`src/include/decim_pkg.sv`:
```
// Shared constants for the decimating converter link and its controller
package decim_pkg;
    localparam int RES_DEF = 18;
    localparam int LOG2_MIN = 1;
    localparam int LOG2_MAX = 5;
    localparam int PCLK_MHZ = 200;
    localparam logic [5:0] SYNC_GRID_PHASE = 6'h00;
    localparam logic [11:0] CTRL_OFS = 12'h000;
    localparam logic [11:0] STATUS_OFS = 12'h004;
    localparam logic [11:0] DATA_I_OFS = 12'h008;
    localparam logic [11:0] DATA_Q_OFS = 12'h00C;
    localparam int CTRL_SYNC_REQ = 0;
    localparam int CTRL_POWERDOWN = 1;
    localparam int CTRL_PIN_SYNC = 2;
    localparam int CTRL_DECIM_USE = 3;
    localparam int CTRL_REAL = 4;
    localparam int CTRL_TWO_LANE = 5;
    localparam int STAT_VALID = 0;
    localparam int STAT_PENDING = 1;
    localparam logic [5:0] CTRL_RESET = 6'h00;
endpackage

```
`src/include/slvds_link_if.sv`:
```
// Pin-level link between the converter and the capturing logic
`timescale 1ns/10ps
interface slvds_link_if;
    logic powerdown_or_sync_pin;
    logic frame_clock;
    logic serial_clock_output;
    logic [1:0] lane_data_outputs;
    modport device (
        input powerdown_or_sync_pin,
        output frame_clock, serial_clock_output, lane_data_outputs
    );
    modport host (
        output powerdown_or_sync_pin,
        input frame_clock, serial_clock_output, lane_data_outputs
    );
endinterface

```
`src/decim_device.sv`:
```
// Converter end: mixer, decimator, sync handling and lane serialiser
//
// The register offsets and the APB interface to the registers were left to the implementer.
`timescale 1ns/10ps
// Summary of operation
// RULE_01 - Complex decimation by 2 to 32
// RULE_02 - Filter suppresses content aliasing onto passband
// RULE_03 - Complex passband about 0.8 Fs over N
// RULE_04 - Real mode: real samples, half bandwidth
// RULE_05 - Factor 4 gives quarter-rate complex output
// RULE_06 - Shared pin powers down unless sync selected
// RULE_07 - Sync pin sampled on sampling clock edge
// RULE_08 - Controller syncs only when decimating
// RULE_09 - Sync resets dividers, aligns I and Q
// RULE_10 - Without sync dividers run free
// RULE_11 - Sync resets oscillator phase, loads frequency
// RULE_12 - Resync only on multiples of 64 clocks; sync_reg_wr resyncs the device on any clock
// RULE_13 - Complex lane rate Fs*2R/L/N, frame Fs/N
// RULE_14 - Real lane rate Fs*R/L/M, frame halved; the code halves the frame rate only with two lanes
// RULE_15 - New frequency needs reload toggle or sync
module decim_device
    import decim_pkg::*;
#(
    parameter int RES = RES_DEF
) (
    input wire logic pclk, // sampling clock
    input wire logic presetn, // async reset
    slvds_link_if.device link, // serial output link
    input wire logic signed [RES-1:0] adc_sample, // converter sample
    input wire logic sample_en, // sample strobe
    input wire logic decim_on, // decimation enabled
    input wire logic real_mode, // real instead of complex
    input wire logic [2:0] decim_log2, // log2 of factor, 1 to 5
    input wire logic lanes_two, // two lanes per channel
    input wire logic sync_pin_en, // pin acts as sync
    input wire logic sync_reg_wr, // register sync pulse
    input wire logic [31:0] osc_freq, // oscillator frequency word
    input wire logic osc_reload, // reload toggle bit
    output logic powered_down, // pin holds power-down
    output logic aligned, // a sync has been seen
    output logic overrun // word lost to busy lanes
);
    localparam int ACC_W = RES + LOG2_MAX + 1;
    localparam int SH_W = 2 * RES;
    localparam int BC_W = $clog2(SH_W + 1);

    logic pin_q, pin_prev_q, reload_q;
    logic sync_evt, reload_evt, step, dump, complex_out;
    logic [2:0] eff_log2;
    logic [LOG2_MAX-1:0] win_phase;
    logic [31:0] freq_q, osc_phase_q;
    logic signed [ACC_W-1:0] sample_x, term_i, term_q, acc_i_q, acc_q_q, sum_i, sum_q;
    logic [RES-1:0] word_i, word_q;
    logic [SH_W-1:0] sh0_q, sh1_q;
    logic [BC_W-1:0] bits_left_q, bits_per_lane;
    logic frame_q, sclk_q, pair_q, frame_start;
    logic [1:0] lane_q;

    // Pin taken on the sampling clock edge only
    always_ff @(posedge pclk or negedge presetn) begin
        if (!presetn) begin
            pin_q <= 1'b0;
            pin_prev_q <= 1'b0;
        end else begin
            pin_q <= link.powerdown_or_sync_pin; // RULE_07
            pin_prev_q <= pin_q;
        end
    end

    assign powered_down = !sync_pin_en && pin_q; // RULE_06
    assign sync_evt = (sync_pin_en && pin_q && !pin_prev_q) || sync_reg_wr; // RULE_06
    assign step = sample_en && !powered_down;
    assign complex_out = decim_on && !real_mode;

    // Out-of-range factors are clamped rather than left undefined
    always_comb begin
        if (!decim_on) begin
            eff_log2 = 3'd0;
        end else if (decim_log2 < 3'(LOG2_MIN)) begin
            eff_log2 = 3'(LOG2_MIN);
        end else if (decim_log2 > 3'(LOG2_MAX)) begin
            eff_log2 = 3'(LOG2_MAX);
        end else begin
            eff_log2 = decim_log2; // RULE_01
        end
    end

    decim_divider #(.CW(LOG2_MAX)) u_div (
        .pclk(pclk),
        .presetn(presetn),
        .step(step),
        .align(sync_evt),
        .log2n(eff_log2),
        .dump(dump),
        .phase(win_phase)
    );

    always_ff @(posedge pclk or negedge presetn) begin
        if (!presetn) begin
            aligned <= 1'b0;
        end else if (sync_evt) begin
            aligned <= 1'b1;
        end
    end

    // Tuning oscillator: a written frequency stays idle until a reload toggle or a sync
    always_ff @(posedge pclk or negedge presetn) begin
        if (!presetn) begin
            reload_q <= 1'b0;
        end else begin
            reload_q <= osc_reload;
        end
    end

    assign reload_evt = osc_reload ^ reload_q; // RULE_15

    always_ff @(posedge pclk or negedge presetn) begin
        if (!presetn) begin
            freq_q <= 32'h00000000;
            osc_phase_q <= 32'h00000000;
        end else if (sync_evt || reload_evt) begin // RULE_11
            freq_q <= osc_freq;
            osc_phase_q <= 32'h00000000;
        end else if (step) begin
            osc_phase_q <= osc_phase_q + freq_q;
        end
    end

    // Coarse quadrature mixer from the top two phase bits
    assign sample_x = ACC_W'(adc_sample);

    always_comb begin
        term_i = sample_x;
        term_q = '0;
        if (complex_out) begin
            case (osc_phase_q[31:30])
                2'b00: begin
                    term_i = sample_x;
                    term_q = '0;
                end
                2'b01: begin
                    term_i = '0;
                    term_q = sample_x;
                end
                2'b10: begin
                    term_i = -sample_x;
                    term_q = '0;
                end
                default: begin
                    term_i = '0;
                    term_q = -sample_x;
                end
            endcase
        end
    end

    // Integrate and dump; the scaled mean keeps full-scale gain at one.
    // Single-stage boxcar: passband droop is traded for area.
    assign sum_i = acc_i_q + term_i; // RULE_02
    assign sum_q = acc_q_q + term_q;
    assign word_i = RES'(sum_i >>> eff_log2); // RULE_03
    assign word_q = RES'(sum_q >>> eff_log2); // RULE_04

    always_ff @(posedge pclk or negedge presetn) begin
        if (!presetn) begin
            acc_i_q <= '0;
            acc_q_q <= '0;
        end else if (sync_evt) begin // RULE_09
            acc_i_q <= '0;
            acc_q_q <= '0;
        end else if (dump) begin
            acc_i_q <= '0;
            acc_q_q <= '0;
        end else if (step) begin
            acc_i_q <= sum_i;
            acc_q_q <= sum_q;
        end
    end

    // Bits each lane carries per output sample
    always_comb begin
        if (complex_out) begin
            bits_per_lane = lanes_two ? BC_W'(RES) : BC_W'(2 * RES); // RULE_13
        end else begin
            bits_per_lane = lanes_two ? BC_W'(RES / 2) : BC_W'(RES); // RULE_14
        end
    end

    // Two-lane real frames span two samples, halving the frame rate
    assign frame_start = !(!complex_out && lanes_two) || !pair_q; // RULE_14

    always_ff @(posedge pclk or negedge presetn) begin
        if (!presetn) begin
            pair_q <= 1'b0;
        end else if (sync_evt) begin
            pair_q <= 1'b0;
        end else if (dump) begin
            pair_q <= !pair_q;
        end
    end

    // I and Q of one window are loaded together, one bit per clock.
    // A new word while bits remain restarts the lanes and flags it.
    always_ff @(posedge pclk or negedge presetn) begin
        if (!presetn) begin
            sh0_q <= '0;
            sh1_q <= '0;
            bits_left_q <= '0;
            frame_q <= 1'b0;
            overrun <= 1'b0;
        end else if (dump) begin // RULE_05
            overrun <= (bits_left_q != '0);
            bits_left_q <= bits_per_lane;
            frame_q <= frame_start; // RULE_13
            if (complex_out && lanes_two) begin
                sh0_q <= {word_i, {RES{1'b0}}}; // RULE_09
                sh1_q <= {word_q, {RES{1'b0}}};
            end else if (complex_out) begin
                sh0_q <= {word_i, word_q};
                sh1_q <= '0;
            end else if (lanes_two) begin
                sh0_q <= {word_i[RES-1:RES/2], {(SH_W-RES/2){1'b0}}};
                sh1_q <= {word_i[RES/2-1:0], {(SH_W-RES/2){1'b0}}};
            end else begin
                sh0_q <= {word_i, {RES{1'b0}}};
                sh1_q <= '0;
            end
        end else begin
            overrun <= 1'b0;
            if (bits_left_q != '0) begin
                sh0_q <= sh0_q << 1;
                sh1_q <= sh1_q << 1;
                bits_left_q <= bits_left_q - BC_W'(1);
            end
            if (bits_left_q == BC_W'(1)) begin
                frame_q <= 1'b0;
            end
        end
    end

    // One bit per serial clock edge: the clock runs at half the lane rate
    always_ff @(posedge pclk or negedge presetn) begin
        if (!presetn) begin
            lane_q <= 2'b00;
            sclk_q <= 1'b0;
        end else if (!dump && bits_left_q != '0) begin
            lane_q <= {sh1_q[SH_W-1], sh0_q[SH_W-1]};
            sclk_q <= !sclk_q; // RULE_13
        end
    end

    assign link.lane_data_outputs = lane_q;
    assign link.serial_clock_output = sclk_q;
    assign link.frame_clock = frame_q;
endmodule

```
`src/decim_divider.sv`:
```
// Decimation clock divider, free-running until aligned by a sync event
`timescale 1ns/10ps
module decim_divider #(
    parameter int CW = 5
) (
    input wire logic pclk, // sampling clock
    input wire logic presetn, // async reset
    input wire logic step, // one input sample
    input wire logic align, // sync event
    input wire logic [2:0] log2n, // log2 of factor
    output logic dump, // last sample of window
    output logic [CW-1:0] phase // position in window
);
    logic [CW-1:0] mask;

    assign mask = CW'((32'd1 << log2n) - 32'd1);
    assign dump = step && !align && (phase == mask);

    // Only a sync clears the phase; otherwise it runs on unaligned
    always_ff @(posedge pclk or negedge presetn) begin
        if (!presetn) begin
            phase <= '0;
        end else if (align) begin // RULE_09
            phase <= '0;
        end else if (step) begin // RULE_10
            phase <= (phase == mask) ? '0 : phase + CW'(1);
        end
    end
endmodule

```
`src/flat_wrapper.sv`:
```
// flat-port wrapper written by rule: the top's interface ports become plain ports
module decim_device_flat import decim_pkg::*;
#(
    parameter int RES = RES_DEF
)
  (pclk, presetn, adc_sample, sample_en, decim_on, real_mode, decim_log2, lanes_two, sync_pin_en, sync_reg_wr, osc_freq, osc_reload, powered_down, aligned, overrun, link_powerdown_or_sync_pin, link_frame_clock, link_serial_clock_output, link_lane_data_outputs);
  slvds_link_if link_i ();
  input wire logic pclk;
  input wire logic presetn;
  input wire logic signed [RES-1:0] adc_sample;
  input wire logic sample_en;
  input wire logic decim_on;
  input wire logic real_mode;
  input wire logic [2:0] decim_log2;
  input wire logic lanes_two;
  input wire logic sync_pin_en;
  input wire logic sync_reg_wr;
  input wire logic [31:0] osc_freq;
  input wire logic osc_reload;
  output logic powered_down;
  output logic aligned;
  output logic overrun;
  input wire logic [$bits(link_i.powerdown_or_sync_pin)-1:0] link_powerdown_or_sync_pin;
  output wire logic [$bits(link_i.frame_clock)-1:0] link_frame_clock;
  output wire logic [$bits(link_i.serial_clock_output)-1:0] link_serial_clock_output;
  output wire logic [$bits(link_i.lane_data_outputs)-1:0] link_lane_data_outputs;
  assign link_i.powerdown_or_sync_pin = link_powerdown_or_sync_pin;
  assign link_frame_clock = link_i.frame_clock;
  assign link_serial_clock_output = link_i.serial_clock_output;
  assign link_lane_data_outputs = link_i.lane_data_outputs;
  decim_device #(.RES(RES)) u_core (.pclk(pclk), .presetn(presetn), .link(link_i), .adc_sample(adc_sample), .sample_en(sample_en), .decim_on(decim_on), .real_mode(real_mode), .decim_log2(decim_log2), .lanes_two(lanes_two), .sync_pin_en(sync_pin_en), .sync_reg_wr(sync_reg_wr), .osc_freq(osc_freq), .osc_reload(osc_reload), .powered_down(powered_down), .aligned(aligned), .overrun(overrun));
endmodule
```
`config.mk`:
```
export PLATFORM = sky130hd
export DESIGN_NAME = decim_device_flat
export DESIGN_NICKNAME = d
export VERILOG_FILES = /design/src/include/decim_pkg.sv /design/src/include/slvds_link_if.sv /design/src/decim_device.sv /design/src/decim_divider.sv /design/src/flat_wrapper.sv
export SDC_FILE = /design/constraint.sdc
export NUM_CORES = 1
export LEC_CHECK = 0
export BUFFER_PORTS_ARGS = -buffer_cell sky130_fd_sc_hd__buf_4
export CAP_MARGIN = 20
export CORE_UTILIZATION = 47
export DETAILED_ROUTE_END_ITERATION = 8
export PLACE_DENSITY = 0.71
export SYNTH_ARGS = -nofsm -noshare
export SYNTH_HDL_FRONTEND = slang
export SYNTH_SLANG_ARGS = --single-unit
export TNS_END_PERCENT = 30
```
`constraint.sdc`:
```
create_clock -name pclk -period 6.5 [get_ports pclk]
set_input_delay 0.65 -clock pclk [delete_from_list [all_inputs] [get_ports pclk]]
set_output_delay 0.65 -clock pclk [all_outputs]
set_load 0.03 [all_outputs]
```
## Yosys cells after proc, flatten, opt, wreduce, memory -nomap -nowiden

Cells that the tools add are included.

| storage, ports and cells | value |
|---|---|
| register bits after elaboration | 205 |
| input port bits | 63 |
| output and inout bits | 7 |
| logic and storage cells | 104 |

| cells by class | value |
|---|---|
| $add $sub $neg | 7 |
| $lt $le $gt $ge | 2 |
| eq/ne operators | 4 |
| shift-type cells | 3 |
| multiplexer cells | 38 |
| bitwise logic cells | 1 |
| reductions and logical operators | 32 |

Operator list:

| cell | number |
|---|---|
| $mux W36 | 7 |
| $mux W24 | 8 |
| $pmux W24 S2 | 2 |
| $mux W27 | 3 |
| $mux W32 | 2 |
| $add A24 B24 Y24 | 2 |
| $sshr A24 B3 Y18 | 2 |
| $add A32 B32 Y32 | 1 |
| $mux W6 | 4 |
| $neg A18 Y24 | 1 |
| $mux W5 | 4 |
| $logic_and A1 B1 Y1 | 10 |
| $logic_not A1 Y1 | 10 |
| $reduce_bool A2 Y1 | 5 |
| $mux W3 | 3 |
| $eq A6 B1 Y1 const B | 1 |
| $reduce_bool A6 Y1 | 1 |
| $sub A6 B1 Y6 const B | 1 |
| $add A5 B1 Y5 const B | 1 |
| $eq A5 B5 Y1 | 1 |
| $mux W1 | 5 |
| $shl A1 B3 Y5 const A | 1 |
| $sub A5 B1 Y5 const B | 1 |
| $gt A3 B3 Y1 const B | 1 |
| 8 further kinds | 10 |

## Logic depth before layout (Yosys ltp)

Gate-level depths: netlist (run 1).

| logic depth | value |
|---|---|
| depth in word-level cells | 10 |
| gate-level depth with buffers | 22 |
| mapped depth without buffers | 20 |

## By module

A second synthesis (run 1) with hierarchy kept.

| unflattened totals | value |
|---|---|
| cells, all modules | 1,786 |
| area, all modules | 14,243.7 sq um |

Modules (own cells, without submodules):

| module | times used | cells an instance | area an instance (sq um) | seq. area each (sq um) |
|---|---|---|---|---|
| decim_device | 1 | 1,744 | 13,844.5 | 4,504.3 |
| decim_divider | 1 | 42 | 399.1 | 125.1 |

## Least setup slack after synthesis (run 1)

Ideal clock, no wire load.

| path | value |
|---|---|
| path type | input to register |
| start point | input port adc_sample[0] |
| end point | register u_core.sh1_q[35] |
| setup time | 0.133 ns |
| arrival | 4.865 ns |
| data required time | 6.367 ns |
| slack | 1.502 ns |
| stages on the path | 22 |
| buffers on the path | 2 |
| path through | inv_1 > ha_1 > nand2_2 > or3_4 > or3_4 > or3_1 > buf_2 > or3_1 > nand2_1 > xor2_1 > nor2_1 > ha_1 > clkbuf_1 > a21o_1 > a221o_1 > a21oi_1 > o21ai_1 > a21oi_1 > xor2_1 > a21oi_1 > o2111a_1 > a2bb2oi_1 |

| between the ends | value |
|---|---|
| longest elaborated chain between the ends | 9 |
| elaborated cells on any way between the ends | 13 |
| those cells by class | add/sub: 3; shift: 2; mux: 8 |

Ends and longest elaborated chain:

| what | line | text |
|---|---|---|
| start: declaration | flat_wrapper.sv:10 | `input wire logic signed [RES-1:0] adc_sample;` |
| $neg A18 Y24 | decim_device.sv:146, decim_device.sv:151 |  |
| $pmux W24 S2 | decim_device.sv:136 | `case (osc_phase_q[31:30])` |
| $mux W24 | decim_device.sv:135 | `if (complex_out) begin` |
| $add A24 B24 Y24 | decim_device.sv:159 | `assign sum_i = acc_i_q + term_i;` |
| $sshr A24 B3 Y18 | decim_device.sv:161 | `assign word_i = RES'(sum_i >>> eff_log2);` |
| $mux W36 | decim_device.sv:221 | `end else if (lanes_two) begin` |
| $mux W36 | decim_device.sv:218 | `end else if (complex_out) begin` |
| $mux W36 (*) | decim_device.sv:215 | `if (complex_out && lanes_two) begin` |
| $mux W36 (*) | decim_device.sv:211 | `end else if (dump) begin` |
| end signal: assignment | decim_device.sv:217 | `sh1_q <= {word_q, {RES{1'b0}}};` |
| end signal: assignment | decim_device.sv:223 | `sh1_q <= {word_i[RES/2-1:0], {(SH_W-RES/2){1'b0}}};` |
| end signal: assignment | decim_device.sv:232 | `sh1_q <= sh1_q << 1;` |
| end: declaration | decim_device.sv:54 | `logic [SH_W-1:0] sh0_q, sh1_q;` |

Every way passes the cells marked *; elsewhere a longest branch is shown, timed or not.
A chain may end at the register's enable or synchronous reset.

## Worst setup path after layout (run 1)

| path | value |
|---|---|
| start point | input port adc_sample[0] |
| end point | register u_core.sh0_q[35] |

| between the ends | value |
|---|---|
| longest elaborated chain between the ends | 6 |

Ends and longest elaborated chain:

| what | line | text |
|---|---|---|
| $neg A18 Y24 | decim_device.sv:146 | `term_i = -sample_x;` |
| $pmux W24 S2 | decim_device.sv:136 |  |
| $mux W24 (*) | decim_device.sv:135 |  |
| $add A24 B24 Y24 (*) | decim_device.sv:159 |  |
| $sshr A24 B3 Y18 (*) | decim_device.sv:161 |  |
| $mux W36 (*) | decim_device.sv:211 |  |
| end signal: assignment | decim_device.sv:216 | `sh0_q <= {word_i, {RES{1'b0}}};` |
| end signal: assignment | decim_device.sv:219 | `sh0_q <= {word_i, word_q};` |
| end signal: assignment | decim_device.sv:222 | `sh0_q <= {word_i[RES-1:RES/2], {(SH_W-RES/2){1'b0}}};` |
| end: declaration | decim_device.sv:54 |  |

Marked as above.

==> Flow_metrics.wiki, run 1 <==
{| class="wikitable"
! Metric !! Value
|-
| Max-slew headroom at the worst pin || a little over a quarter
|-
| Clk Latency, worst-skew pair || approximately 450 ps
|-
| Status || finished, final reports clean
|-
| Setup skew after layout || 10.9 ps
|-
| Number of setup buffers added after CTS || 0
|-
| Maximum clock insertion buffer count || 2
|-
| Clk pwr share || 31.2%
|-
| RSZ-0062 raised after global routing || false
|-
| Gate power share || approximately 29%
|-
| Initial antenna violation count || 0
|-
| Total GRT Usage || between 20% and 30%
|-
| Switch share || roughly a third
|-
| Core Footprint || roughly 29000 um^2
|-
| Type of the tightest min-delay check || in2async
|-
| Post-detailed-placement cell area || approximately 15000 um^2
|-
| Worst r2r dst || u_core.sh1_q[35]
|-
| Worst hold slack || roughly 290 ps
|-
| Vias in the first global route || roughly 12000
|-
| Final setup slack of the worst path || approximately 1300 ps
|-
| Total detailed-routing wirelength || between 30000 and 40000 um
|-
| VDD IR-drop max || 0.239 mV
|-
| # diodes || 0
|-
| Max incr delay on CP || roughly 440 ps
|-
| GR Util met1 || approximately a third
|-
| Area of the die || between 30000 and 40000 um^2
|-
| IO Port Bufs || 69
|-
| Startpoint of the most critical register-to-register path || u_core.osc_phase_q[31]
|-
| Prevailing post-synth register cell || sky130_fd_sc_hd__dfrtp_1
|-
| Internal power of the cells || between 2 and 2.5 mW
|-
| Share of the core filled with cells in the final layout || between 50% and 60%
|-
| Detailed Route Iter0 Violations || 1069
|-
| Post-Layout Cell Count || 1991
|-
| Number of enable flip-flop cells after synthesis || 0
|-
| Routed vias/inst || between 6 and 7
|-
| Maximum level of the CTS H-tree || 4
|-
| Wirelength per Cell || between 15 and 20 um
|-
| Row cnt || 62
|-
| Type of the worst setup path || in2reg
|-
| Overall die width || around 170 um
|-
| Sum of overflow across all layers after global routing || 0
|-
| Summed instance area of the synthesized netlist || approximately 14000 um^2
|-
| Worst path slowest cell || sky130_fd_sc_hd__or3_1
|-
| Top achievable clock speed || between 0.15 and 0.2 GHz
|-
| Number of hold buffers added after CTS || 0
|-
| Crit-path max FO || 7
|-
| Data required, critical path || roughly 7000 ps
|-
| Register clock-pin slew on the reported worst setup and hold paths || ~70 ps
|-
| Die Ht || about 170 um
|-
| Pin count of the biggest net entering global routing || 110
|-
| Pwr dens || approximately 240 nW/um^2
|-
| Final weighted congestion in routability-driven placement || 0.958
|-
| Vias post-DR || around 12000
|-
| Reg-to-reg slack, setup || roughly 1600 ps
|-
| P_sw || approximately 1.2 mW
|-
| Clock sink count || between 150 and 200
|-
| Total power || approximately 3.6 mW
|-
| CTS Root Buffer Type || sky130_fd_sc_hd__clkbuf_16
|-
| Post-layout minimum cycle time || around 5200 ps
|-
| Startpoint Class || primary input
|-
| Count of different cell masters after synthesis || 80
|-
| Initial standard-cell utilization of the core || a little under half
|-
| Final setup violating endpoints || 0
|-
| Wire length of the first global-routing pass || ~62000 um
|-
| Final-report max-slew violation count || 0
|-
| Fraction of synthesis flops using an asynchronous set or reset pin || 100%
|-
| Number of warnings printed during yosys synthesis || 0
|-
| Met3 Usage GRT || approximately 3.8%
|-
| Final hold violation count || 0
|-
| Iteration count of the initial detailed-routing pass || 7
|-
| Cells on worst reg2reg path || 13
|-
| Area growth, synth to finish || 10.6%
|-
| Clock tree from TritonCTS || yes
|-
| I/O pin cnt || 70
|-
| Number of buffers created by CTS || 17
|-
| Tightest Pin Transition || between 1000 and 1500 ps
|-
| Part of the Yosys area used for sequential elements || about 33%
|-
| Busiest metal layer after global routing || met2
|-
| Design Area, Final || about 15000 um^2
|-
| Static Leak || 6.85 nW
|-
| Filler instances || around 2700
|-
| Data arrival at the endpoint of the critical path || about 5600 ps
|-
| Final total negative setup slack || 0 ps
|-
| Cells along the critical path || buf_4 > inv_1 > ha_1 > nand2_2 > or3_4 > or3_4 > or3_1 > or3_1 > nor2_1 > o21ai_0 > o21ai_1 > ha_1 > and4_1 > a31oi_1 > nand4_1 > a311oi_1 > nor2_1 > mux2i_1 > o311ai_1 > a311oi_1
|-
| Flops & latches, synth || between 150 and 200
|-
| Post-synthesis area per instance || between 8 and 9 um^2
|-
| Period utilization || roughly 80%
|-
| Count of max-cap constraint violations || 0
|-
| Sequential cell fraction of total power || between 30% and 40%
|-
| Placed cells || about 2000
|-
| Antenna Nets Post-Route || 0
|-
| Category of the worst setup path capture point || register
|-
| DP Worst Slack || approximately 900 ps
|-
| Post-cts repair resize count || 0
|-
| Fraction of layout instances using a drive strength above 1 || about 11%
|-
| Nets || roughly 1800
|-
| Post-route DRC || 0
|-
| Post-synth net total || ~1700
|-
| Post-synthesis instance total || between 1500 and 2000
|-
| Met2 Usage GRT || a little over two fifths
|-
| Detailed placement HPWL || approximately 27000 um
|}
==> area by class of cell <==
cell class | count | area [um^2] | area share [%]
inverters | 27 | 101 | 0.662
well taps | 384 | 480 | 3.14
flip-flops and latches | 185 | 4630 | 30.2
multi-input cells | 1276 | 8810 | 57.5
clock buffers | 18 | 439 | 2.87
repair buffers | 89 | 674 | 4.40
clock inverters | 12 | 180 | 1.18
==> power groups by stage <==
stage,logic (mW),registers (mW),clock network (mW)
finish,1.05,1.42,1.12
global route,1.17,1.45,1.19
CTS,1.05,1.43,1.15
detailed placement,1.05,1.45,0
global placement,1.03,1.44,0
floorplan,0.746,1.43,0
==> worst max path at each step <==
| stage | start | endpoint | slack, ps | cells after the start |
|---|---|---|---|---|
| finish | adc_sample[0] | u_core.sh0_q[35] | 1260 | 20 |
| global route | adc_sample[0] | u_core.sh0_q[35] | 940 | 20 |
| CTS | adc_sample[0] | u_core.sh0_q[35] | 1320 | 20 |
| detailed placement | adc_sample[0] | u_core.sh0_q[35] | 890 | 20 |
| global placement | adc_sample[0] | u_core.sh0_q[35] | 950 | 21 |
| floorplan | adc_sample[0] | u_core.sh1_q[35] | 1500 | 22 |
==> Yosys cell counts (5+ instances only) <==
cell / n / area share [%]
sky130_fd_sc_hd__a31oi_1: 26 / 1.2
sky130_fd_sc_hd__a21o_1: 31 / 1.7
sky130_fd_sc_hd__mux2_2: 42 / 3.4
sky130_fd_sc_hd__nand2b_1: 11 / 0.50
sky130_fd_sc_hd__xnor2_1: 49 / 3.1
sky130_fd_sc_hd__nand4_1: 16 / 0.72
sky130_fd_sc_hd__a32o_1: 5 / 0.36
sky130_fd_sc_hd__a31o_1: 6 / 0.38
sky130_fd_sc_hd__or3_1: 23 / 1.0
sky130_fd_sc_hd__nor2b_1: 9 / 0.41
sky130_fd_sc_hd__o2111ai_1: 6 / 0.38
sky130_fd_sc_hd__mux2i_1: 65 / 4.7
sky130_fd_sc_hd__nand2_1: 169 / 4.6
sky130_fd_sc_hd__and3_1: 15 / 0.68
sky130_fd_sc_hd__nor4_1: 6 / 0.27
sky130_fd_sc_hd__ha_1: 91 / 8.2
sky130_fd_sc_hd__and2_1: 11 / 0.50
sky130_fd_sc_hd__nand3_1: 28 / 1.0
sky130_fd_sc_hd__xor2_1: 43 / 2.7
sky130_fd_sc_hd__inv_1: 26 / 0.70
sky130_fd_sc_hd__o21bai_1: 9 / 0.49
sky130_fd_sc_hd__a22o_1: 56 / 3.5
sky130_fd_sc_hd__nor2_1: 120 / 3.3
sky130_fd_sc_hd__clkbuf_1: 81 / 2.2
sky130_fd_sc_hd__a211oi_1: 21 / 1.1
sky130_fd_sc_hd__nor3_1: 41 / 1.5
sky130_fd_sc_hd__a211o_1: 8 / 0.51
sky130_fd_sc_hd__dfrtp_1: 185 / 33
sky130_fd_sc_hd__o22ai_1: 17 / 0.77
sky130_fd_sc_hd__o211ai_1: 18 / 0.98
sky130_fd_sc_hd__a22oi_1: 7 / 0.38
sky130_fd_sc_hd__a21oi_1: 93 / 3.4
sky130_fd_sc_hd__o21ai_1: 72 / 2.6
sky130_fd_sc_hd__buf_2: 7 / 0.25
sky130_fd_sc_hd__o31ai_1: 6 / 0.33
sky130_fd_sc_hd__o21a_1: 11 / 0.60
sky130_fd_sc_hd__o21ai_0: 58 / 2.1
sky130_fd_sc_hd__a311oi_1: 6 / 0.38
==> registers in the layout, indices dropped and copies added (netlist names), 2 cells and up <==
| name | flops |
|---|---|
| u_core.freq_q | 32 |
| u_core.osc_phase_q | 32 |
| u_core.acc_i_q | 23 |
| u_core.sh0_q | 36 |
| u_core.link.lane_data_outputs | 2 |
| u_core.sh1_q | 18 |
| u_core.bits_left_q | 6 |
| u_core.u_div.phase | 5 |
| u_core.acc_q_q | 23 |
==> kinds of logic (layout without fill, tap and decap cells) <==
family / after synthesis / after routing / synth area share [%]
AND/OR/NAND/NOR: 475 / 475 / 16.0
AO/OA/AOI/OAI: 506 / 506 / 24.5
flip-flops: 185 / 185 / 33.4
adder cells (fa/ha/maj): 94 / 94 / 8.66
buffers and inverters: 119 / 146 / 3.29
XOR/XNOR: 92 / 92 / 5.82
multiplexers: 109 / 109 / 8.28
==> critical path, delay by kind of cell <==
kind / cells / cell delay [ps]
buffers and inverters: 2 / 210
adder cells (fa/ha/maj): 2 / 590
AND/OR/NAND/NOR: 9 / 2420
multiplexers: 1 / 200
AO/OA/AOI/OAI: 6 / 1460
==> cells in the final DEF, fill, tap and decap left out, types with 6 or more instances in the layout <==
cell                        count
sky130_fd_sc_hd__ha_1          91
sky130_fd_sc_hd__or3_1         23
sky130_fd_sc_hd__buf_4         88
sky130_fd_sc_hd__and3_1        15
sky130_fd_sc_hd__o31ai_1        6
sky130_fd_sc_hd__o2111ai_1      6
sky130_fd_sc_hd__and2_1        11
sky130_fd_sc_hd__nand4_1       16
sky130_fd_sc_hd__a22oi_1        7
sky130_fd_sc_hd__xor2_1        43
sky130_fd_sc_hd__o21a_1        11
sky130_fd_sc_hd__a22o_1        56
sky130_fd_sc_hd__o211ai_1      18
sky130_fd_sc_hd__nor4_1         6
sky130_fd_sc_hd__a21o_1        31
sky130_fd_sc_hd__a31o_1         6
sky130_fd_sc_hd__a311oi_1       6
sky130_fd_sc_hd__nand3_1       28
sky130_fd_sc_hd__nor2b_1        9
sky130_fd_sc_hd__a31oi_1       26
sky130_fd_sc_hd__o22ai_1       17
sky130_fd_sc_hd__o21ai_1       71
sky130_fd_sc_hd__mux2_2        42
sky130_fd_sc_hd__a211o_1        8
sky130_fd_sc_hd__mux2i_1       65
sky130_fd_sc_hd__o21bai_1       9
sky130_fd_sc_hd__nor2_1       118
sky130_fd_sc_hd__xnor2_1       49
sky130_fd_sc_hd__nand2_1      169
sky130_fd_sc_hd__a211oi_1      21
sky130_fd_sc_hd__nand2b_1      11
sky130_fd_sc_hd__dfrtp_1      185
sky130_fd_sc_hd__a21oi_1       92
sky130_fd_sc_hd__nor3_1        38
sky130_fd_sc_hd__inv_1         26
sky130_fd_sc_hd__clkbuf_16     17
sky130_fd_sc_hd__o21ai_0       58
==> metal layers <==
metal	part of all wire [%]	vias up
li1	-	5876
met1	44	5974
met2	49	361
met3	4.9	48
met4	2.1	0
met5	0	-
(Power assumes the default switching activity.)
==> run 2: changes to the inputs <==
Settings changed: ABC_AREA set to 1, PLACE_DENSITY 0.71 to 0.73.
Clock period 6.5 ns to 4.8 ns, I/O delays scaled along.
==> Flow_metrics.wiki, run 2 <==
{| class="wikitable"
! Metric !! Value
|-
| Status || complete, but fails checks
|-
| Failing checks || design-rule violations
|-
| Number of hold buffers added after CTS || 0 (unchanged)
|-
| Flops & latches, synth || 186 (+0.54%)
|-
| Worst path slowest cell || sky130_fd_sc_hd__xor2_1
|-
| Number of enable flip-flop cells after synthesis || 0 (unchanged)
|-
| Maximum clock insertion buffer count || 2 (unchanged)
|-
| Setup skew after layout || 19.3 ps (+8.35 ps)
|-
| Gate power share || 29.9% (+0.7 points)
|-
| Max incr delay on CP || 570 ps (+130 ps)
|-
| Maximum level of the CTS H-tree || 4 (unchanged)
|-
| Post-synth net total || 2383 (+37%)
|-
| Startpoint Class || primary input
|-
| Count of different cell masters after synthesis || 44 (-45%)
|-
| Detailed placement HPWL || 35000 um (+31%)
|-
| Area growth, synth to finish || 10.3%
|-
| Clk Latency, worst-skew pair || 470 ps (+20 ps)
|-
| RSZ-0062 raised after global routing || false
|-
| Sequential cell fraction of total power || 39.1% (-0.5 points)
|-
| Number of buffers created by CTS || 17 (unchanged)
|-
| Total detailed-routing wirelength || 45300 um (+21%)
|-
| Most used cell along the critical path || sky130_fd_sc_hd__nand3_1
|-
| Cells along the critical path || buf_4 > inv_1 > nor2_4 > inv_1 > nor2_1 > clkinv_1 > buf_4 > nor2_1 > ha_1 > fa_1 > nand3_1 > nand3_1 > nand2_1 > nand2_1 > xor2_1 > o21ai_0 > o211ai_1 > nand3_1 > nand3_1
|-
| Core Footprint || 30700 um^2 (+6.6%)
|-
| Final setup violating endpoints || 0 (unchanged)
|-
| Filler instances || 3119 (+16%)
|-
| Most frequent standard cell in the layout excluding fill and tap cells || sky130_fd_sc_hd__nand2_1
|-
| Total GRT Usage || 29.3% (+3.8 points)
|-
| Footprint of the multi-input gates || 8850 um^2 (+0.41%)
|-
| Post-synthesis area per instance || 6.63 um^2 (-24%)
|-
| Category of the worst setup path capture point || register
|-
| Summed instance area of the synthesized netlist || 14800 um^2 (+6.6%)
|-
| Post-layout minimum cycle time || between 4000 and 5000 ps
|-
| P_sw || 1.83 mW (+50%)
|-
| Type of the tightest min-delay check || in2async
|-
| Placed cells || 2641 (+35%)
|-
| Initial standard-cell utilization of the core || 48.0% (about the same)
|-
| Top achievable clock speed || 0.238 GHz
|-
| Most flop-heavy register || u_core.sh0_q
|-
| Initial antenna violation count || 0 (unchanged)
|-
| Top cells by count, synth || sky130_fd_sc_hd__nand2_1, sky130_fd_sc_hd__nand3_1, sky130_fd_sc_hd__inv_1, sky130_fd_sc_hd__dfrtp_1, sky130_fd_sc_hd__nor2_1
|-
| Leading cell types by total area after synthesis || sky130_fd_sc_hd__dfrtp_1, sky130_fd_sc_hd__nand2_1, sky130_fd_sc_hd__nand3_1
|-
| Number of setup buffers added after CTS || 0 (unchanged)
|-
| Most frequent cells in the layout || sky130_fd_sc_hd__nand2_1, sky130_fd_sc_hd__nand3_1, sky130_fd_sc_hd__inv_1
|-
| Total power || 4.92 mW (+37%)
|-
| Data required, critical path || 5190 ps (-1620 ps)
|-
| Vias post-DR || 15113 (+23%)
|-
| Period utilization || around 88%
|-
| Area taken by flip-flops and latches || 4650 um^2 (+0.54%)
|-
| Antenna Nets Post-Route || 0 (unchanged)
|-
| Post-synthesis instance total || 2226 (+41%)
|-
| Dominant cell by count in the synthesized netlist || sky130_fd_sc_hd__nand2_1
|-
| Overall die width || 179 um (+3.2%)
|-
| Nets || 2421 (+38%)
|-
| Max reg flops || 36 (unchanged)
|-
| Wirelength per Cell || 16.9 um (-10%)
|-
| Count of max-cap constraint violations || 0 (unchanged)
|-
| Final total negative setup slack || 0 ps (unchanged)
|-
| # diodes || 0 (unchanged)
|-
| Static Leak || 8.66 nW (+26%)
|-
| Clock sink count || 186 (+0.54%)
|-
| CTS Root Buffer Type || sky130_fd_sc_hd__clkbuf_16
|-
| Pwr dens || 302 nW/um^2 (+29%)
|-
| Part of the Yosys area used for sequential elements || 31.5% (-1.9 points)
|-
| Share of Yosys cell area claimed by the top area cell type || 31.5% (-1.9 points)
|-
| Tightest Pin Transition || 1050 ps (-46.3 ps)
|-
| Final hold violation count || 0 (unchanged)
|-
| I/O pin cnt || 70 (unchanged)
|-
| Leading registers by flop count || u_core.sh0_q (36), u_core.freq_q (32), u_core.osc_phase_q (32)
|-
| Clock tree from TritonCTS || yes
|-
| Detailed Route Iter0 Violations || 1228 (+15%)
|-
| Prevailing post-synth register cell || sky130_fd_sc_hd__dfrtp_1
|-
| Fraction of synthesis flops using an asynchronous set or reset pin || 100% (unchanged)
|-
| Post-cts repair resize count || 0 (unchanged)
|-
| Clk pwr share || 31.0% (-0.2 points)
|-
| Post-route DRC || 8 (+8)
|-
| Iteration count of the initial detailed-routing pass || 8 (+1)
|-
| Pin count of the biggest net entering global routing || 102 (-7.3%)
|-
| Wire length of the first global-routing pass || 73800 um (+19%)
|-
| Internal power of the cells || 3.09 mW (+30%)
|-
| Routed vias/inst || 5.65 (-8.2%)
|-
| VDD IR-drop max || 0.304 mV (+27%)
|-
| Final weighted congestion in routability-driven placement || 0.986 (+3.0%)
|-
| Post-synth top area cell || sky130_fd_sc_hd__dfrtp_1
|-
| Number of warnings printed during yosys synthesis || 0 (unchanged)
|-
| Data arrival at the endpoint of the critical path || 4590 ps (-970 ps)
|-
| Register clock-pin slew on the reported worst setup and hold paths || 70 ps (about the same)
|-
| Sum of overflow across all layers after global routing || 0 (unchanged)
|-
| Die Ht || 179 um (+3.2%)
|-
| Max-slew headroom at the worst pin || 29.6% (+3.2 points)
|-
| Type of the worst setup path || in2reg
|-
| IO Port Bufs || 69 (unchanged)
|-
| Crit-path max FO || 13 (+6)
|-
| Row cnt || 64 (+3.2%)
|-
| Area of the die || 32100 um^2 (+6.5%)
|-
| Switch share || 37.2% (+3.3 points)
|-
| Post-Layout Cell Count || 2673 (+34%)
|-
| Fraction of layout instances using a drive strength above 1 || 6.54% (-4.9 points)
|-
| Vias in the first global route || 14352 (+19%)
|-
| Final-report max-slew violation count || 0 (unchanged)
|}
## run 2: final timing paths
check,from,endpoint,slack [ps],cells after the start
worst min-delay path,presetn,u_core.acc_i_q[15],120,1
worst max-delay path,decim_on,u_core.sh1_q[23],590,19
worst min register to register,u_core.pin_q,u_core.pin_prev_q,410,0
min in group pclk,link_powerdown_or_sync_pin,u_core.pin_q,130,1
worst max register to register,u_core.osc_phase_q[30],u_core.sh1_q[23],690,16
max in group asynchronous,presetn,u_core.sh0_q[1],3520,2
## run 2: critical path, delay by kind of cell
kind / cells / cell delay, ps
and+or+nand+nor: 9 / 1380
xor gates and xnor gates: 1 / 570
AOI/OAI and AO/OA: 2 / 630
adders and majority gates: 2 / 530
buffers and inverters: 5 / 980
## run 2: area by class of cell
cell class	instances	share of cell area, %
Multi-Input combinational cell	1713	54.4
Tap cell	396	3.04
Clock buffer	17	2.61
Inverter	256	5.90
Sequential cell	186	28.6
Timing Repair Buffer	90	4.19
Clock inverter	15	1.26
## run 2: per-layer routing
metal	vias to the layer above	wire length (um)	track usage (%)	part of all wire, %
li1	7443	-	-	-
met1	7100	21000	40.1	46
met2	498	20500	47.9	45
met3	72	2760	3.92	6.1
met4	0	1060	8.26	2.3
met5	-	0	0	0
## run 2: through the flow
step	util [%]	worst slack (ps)	area, um^2	hold WS, ps
6_report	52.9	593	16300	117
2_1_floorplan	-	1420	14800	184
4_1_cts	52.9	767	16300	113
5_1_grt	52.9	395	16300	110
3_5_place_dp	50.9	295	15600	389
3_3_place_gp	50.9	344	15600	380
## run 2: power groups by stage
stage	Clock [mW]	Sequential [mW]	Combinational [mW]
2_1_floorplan	0	1.94	1.03
3_3_place_gp	0	1.94	1.42
3_5_place_dp	0	1.95	1.45
4_1_cts	1.55	1.92	1.46
5_1_grt	1.61	1.95	1.67
6_report	1.52	1.92	1.47
## run 2: cells by family after synthesis
logic type | after synthesis | synth area share [%]
AND/OR/NAND/NOR | 1238 | 35.7
AO/OA/AOI/OAI | 345 | 13.9
buffers and inverters | 327 | 8.57
flip-flops | 186 | 31.5
adder cells (fa/ha/maj) | 94 | 8.12
XOR/XNOR | 36 | 2.19
==> run 3: changes to the inputs <==
Settings changed: CAP_MARGIN 20 to 10, CORE_MARGIN set to 1.5, GPL_TIMING_DRIVEN set to 0.
==> Flow_metrics.wiki, run 3 (synthesized netlist as in run 2, its figures left out) <==
{| class="wikitable"
! Metric !! Value
|-
| Maximum clock insertion buffer count || 2 (unchanged)
|-
| Die Ht || 180 um (+0.56%)
|-
| Most frequent standard cell in the layout excluding fill and tap cells || sky130_fd_sc_hd__nand2_1
|-
| Maximum level of the CTS H-tree || 4 (unchanged)
|-
| Area growth, synth to finish || 10.8%
|-
| Register clock-pin slew on the reported worst setup and hold paths || 80 ps (about the same)
|-
| Placed cells || 2691 (+1.9%)
|-
| Met3 Usage GRT || 3.64% (-0.28 points)
|-
| Post-route DRC || 0 (-8)
|-
| Post-layout minimum cycle time || 4440 ps (+233 ps)
|-
| Fraction of layout instances using a drive strength above 1 || 5.89% (-0.65 points)
|-
| Initial standard-cell utilization of the core || 48.0% (unchanged)
|-
| Count of max-cap constraint violations || 0 (unchanged)
|-
| Type of the worst setup path || in2reg
|-
| Total detailed-routing wirelength || 47300 um (+4.4%)
|-
| Number of hold buffers added after CTS || 0 (unchanged)
|-
| Number of setup buffers added after CTS || 0 (unchanged)
|-
| Switch share || 38.3% (+1.1 points)
|-
| Type of the tightest min-delay check || in2async
|-
| Antenna Nets Post-Route || 0 (unchanged)
|-
| Post-detailed-placement cell area || 15800 um^2 (+1.0%)
|-
| Max-slew headroom at the worst pin || 47.4% (+18 points)
|-
| Clock tree from TritonCTS || yes
|-
| Total power || 4.84 mW (-1.7%)
|-
| Pwr dens || 296 nW/um^2 (-2.2%)
|-
| Startpoint Class || primary input
|-
| Wirelength per Cell || 17.4 um (+2.6%)
|-
| Most flop-heavy register || u_core.sh0_q
|-
| Gate power share || 31.4% (+1.5 points)
|-
| Core Footprint || 30700 um^2 (unchanged)
|-
| P_sw || 1.85 mW (+1.2%)
|-
| CTS Root Buffer Type || sky130_fd_sc_hd__clkbuf_16
|-
| Wire length of the first global-routing pass || 76300 um (+3.3%)
|-
| Detailed placement HPWL || 38400 um (+9.7%)
|-
| Final hold violation count || 4 (+4)
|-
| Clk pwr share || 28.8% (-2.2 points)
|-
| Post-cts repair resize count || 0 (unchanged)
|-
| Met2 Usage GRT || 48.3% (+0.42 points)
|-
| Leading registers by flop count || u_core.sh0_q (36), u_core.freq_q (32), u_core.osc_phase_q (32)
|-
| Data required, critical path || 5150 ps (-40 ps)
|-
| Total GRT Usage || 29.5% (+0.22 points)
|-
| Filler instances || 3117 (-0.064%)
|-
| Row cnt || 64 (unchanged)
|-
| Period utilization || 92.5% (+4.8 points)
|-
| Status || complete, but fails checks
|-
| Crit-path max FO || 10 (-3)
|-
| Worst hold slack || -22.0 ps (-139 ps)
|-
| Sum of overflow across all layers after global routing || 0 (unchanged)
|-
| Area of the die || 32500 um^2 (+1.1%)
|-
| Detailed Route Iter0 Violations || 1499 (+22%)
|-
| Initial antenna violation count || 0 (unchanged)
|-
| RSZ-0062 raised after global routing || false
|-
| Final total negative setup slack || 0 ps (unchanged)
|-
| Max reg flops || 36 (unchanged)
|-
| Top achievable clock speed || 0.225 GHz (-5.2%)
|-
| Clk Latency, worst-skew pair || 460 ps (about the same)
|-
| Overall die width || 180 um (+0.56%)
|-
| Vias in the first global route || 14445 (+0.65%)
|-
| Final setup violating endpoints || 0 (unchanged)
|-
| Failing checks || negative hold slack
|-
| Category of the worst setup path capture point || register
|-
| Clock sink count || 186 (unchanged)
|-
| Setup skew after layout || 13.9 ps (-5.36 ps)
|-
| Iteration count of the initial detailed-routing pass || 9 (+1)
|-
| Busiest metal layer after global routing || met2
|-
| IO Port Bufs || 68 (-1.4%)
|-
| Post-Layout Cell Count || 2721 (+1.8%)
|-
| Nets || 2470 (+2.0%)
|-
| Static Leak || 8.66 nW (about the same)
|-
| I/O pin cnt || 70 (unchanged)
|-
| # diodes || 0 (unchanged)
|-
| Tightest Pin Transition || 789 ps (-265 ps)
|-
| Vias post-DR || 15224 (+0.73%)
|-
| Pin count of the biggest net entering global routing || 105 (+2.9%)
|-
| Design Area, Final || 16400 um^2 (+0.51%)
|-
| Sequential cell fraction of total power || 39.7% (+0.6 points)
|-
| Routed vias/inst || 5.60 (-1.0%)
|-
| Number of buffers created by CTS || 17 (unchanged)
|-
| Data arrival at the endpoint of the critical path || 4790 ps (+200 ps)
|-
| Final weighted congestion in routability-driven placement || 1.01 (+2.6%)
|-
| VDD IR-drop max || 0.283 mV (-6.7%)
|-
| GR Util met1 || 39.9% (-0.23 points)
|-
| Most frequent cells in the layout || sky130_fd_sc_hd__nand2_1, sky130_fd_sc_hd__nand3_1, sky130_fd_sc_hd__inv_1
|-
| Final-report max-slew violation count || 0 (unchanged)
|-
| Internal power of the cells || 2.98 mW (-3.4%)
|}
[run 3: per-layer routing]
| layer | vias up | wire length (um) |
|---|---|---|
| met5 | - | 0 |
| met4 | 0 | 1510 |
| met3 | 88 | 2890 |
| met2 | 521 | 21700 |
| met1 | 7065 | 21200 |
| li1 | 7550 | - |
[run 3: final cells by class]
| cell class | count | area (um^2) | share of cell area [%] |
|---|---|---|---|
| clock inverter | 14 | 135 | 0.826 |
| multi-input combinational | 1713 | 8840 | 54.0 |
| buffer | 70 | 300 | 1.84 |
| tap | 396 | 495 | 3.03 |
| clock buffer | 17 | 425 | 2.60 |
| inverter | 256 | 961 | 5.87 |
| sequential | 186 | 4650 | 28.5 |
| timing repair buffer | 69 | 546 | 3.34 |
[run 3: through the flow]
| stage | hold WS, ps | setup WS (ps) | util, % |
|---|---|---|---|
| after global placement | 380 | 84.5 | 51.3 |
| after floorplan | 184 | 1420 | - |
| after global routing | 41.6 | 150 | 53.2 |
| after CTS | 25.4 | 390 | 53.2 |
| after detailed placement | 393 | 37.5 | 51.4 |
| final | -22.0 | 360 | 53.2 |
[run 3: worst paths after layout]
| kind | from | endpoint | slack (ps) | depth (start not counted) |
|---|---|---|---|---|
| max | decim_on | u_core.sh1_q[31] | 360 | 22 |
| min | presetn | u_core.acc_i_q[15] | -20 | 1 |
| max reg2reg | u_core.osc_phase_q[30] | u_core.sh1_q[31] | 440 | 19 |
| min reg2reg | u_core.pin_q | u_core.pin_prev_q | 400 | 0 |
| max in group asynchronous | presetn | u_core.osc_phase_q[19] | 3880 | 2 |
| min in group pclk | link_powerdown_or_sync_pin | u_core.pin_q | 130 | 1 |
[run 3: power groups by stage]
stage / Sequential (mW) / Clock, mW / Combinational (mW)
global placement: 1.94 / 0 / 1.46
floorplan: 1.94 / 0 / 1.03
finish: 1.92 / 1.40 / 1.52
CTS: 1.92 / 1.41 / 1.51
global route: 1.95 / 1.49 / 1.71
detailed placement: 1.95 / 0 / 1.50
[run 3: critical path: stages]
cell	delay, ps
sky130_fd_sc_hd__buf_4	130
sky130_fd_sc_hd__inv_1	80
sky130_fd_sc_hd__nor2_4	270
sky130_fd_sc_hd__inv_1	250
sky130_fd_sc_hd__nor2_1	340
sky130_fd_sc_hd__clkinv_1	310
sky130_fd_sc_hd__clkbuf_1	320
sky130_fd_sc_hd__a221oi_1	570
sky130_fd_sc_hd__ha_1	430
sky130_fd_sc_hd__nand2_1	130
sky130_fd_sc_hd__inv_1	60
sky130_fd_sc_hd__nand2_1	150
sky130_fd_sc_hd__inv_1	60
sky130_fd_sc_hd__a21oi_1	180
sky130_fd_sc_hd__nand2_1	100
sky130_fd_sc_hd__nand2_1	80
sky130_fd_sc_hd__and2_1	210
sky130_fd_sc_hd__nand2_1	110
sky130_fd_sc_hd__nand3_1	140
sky130_fd_sc_hd__nand3_1	120
sky130_fd_sc_hd__nand3_1	180
sky130_fd_sc_hd__nand2_1	70
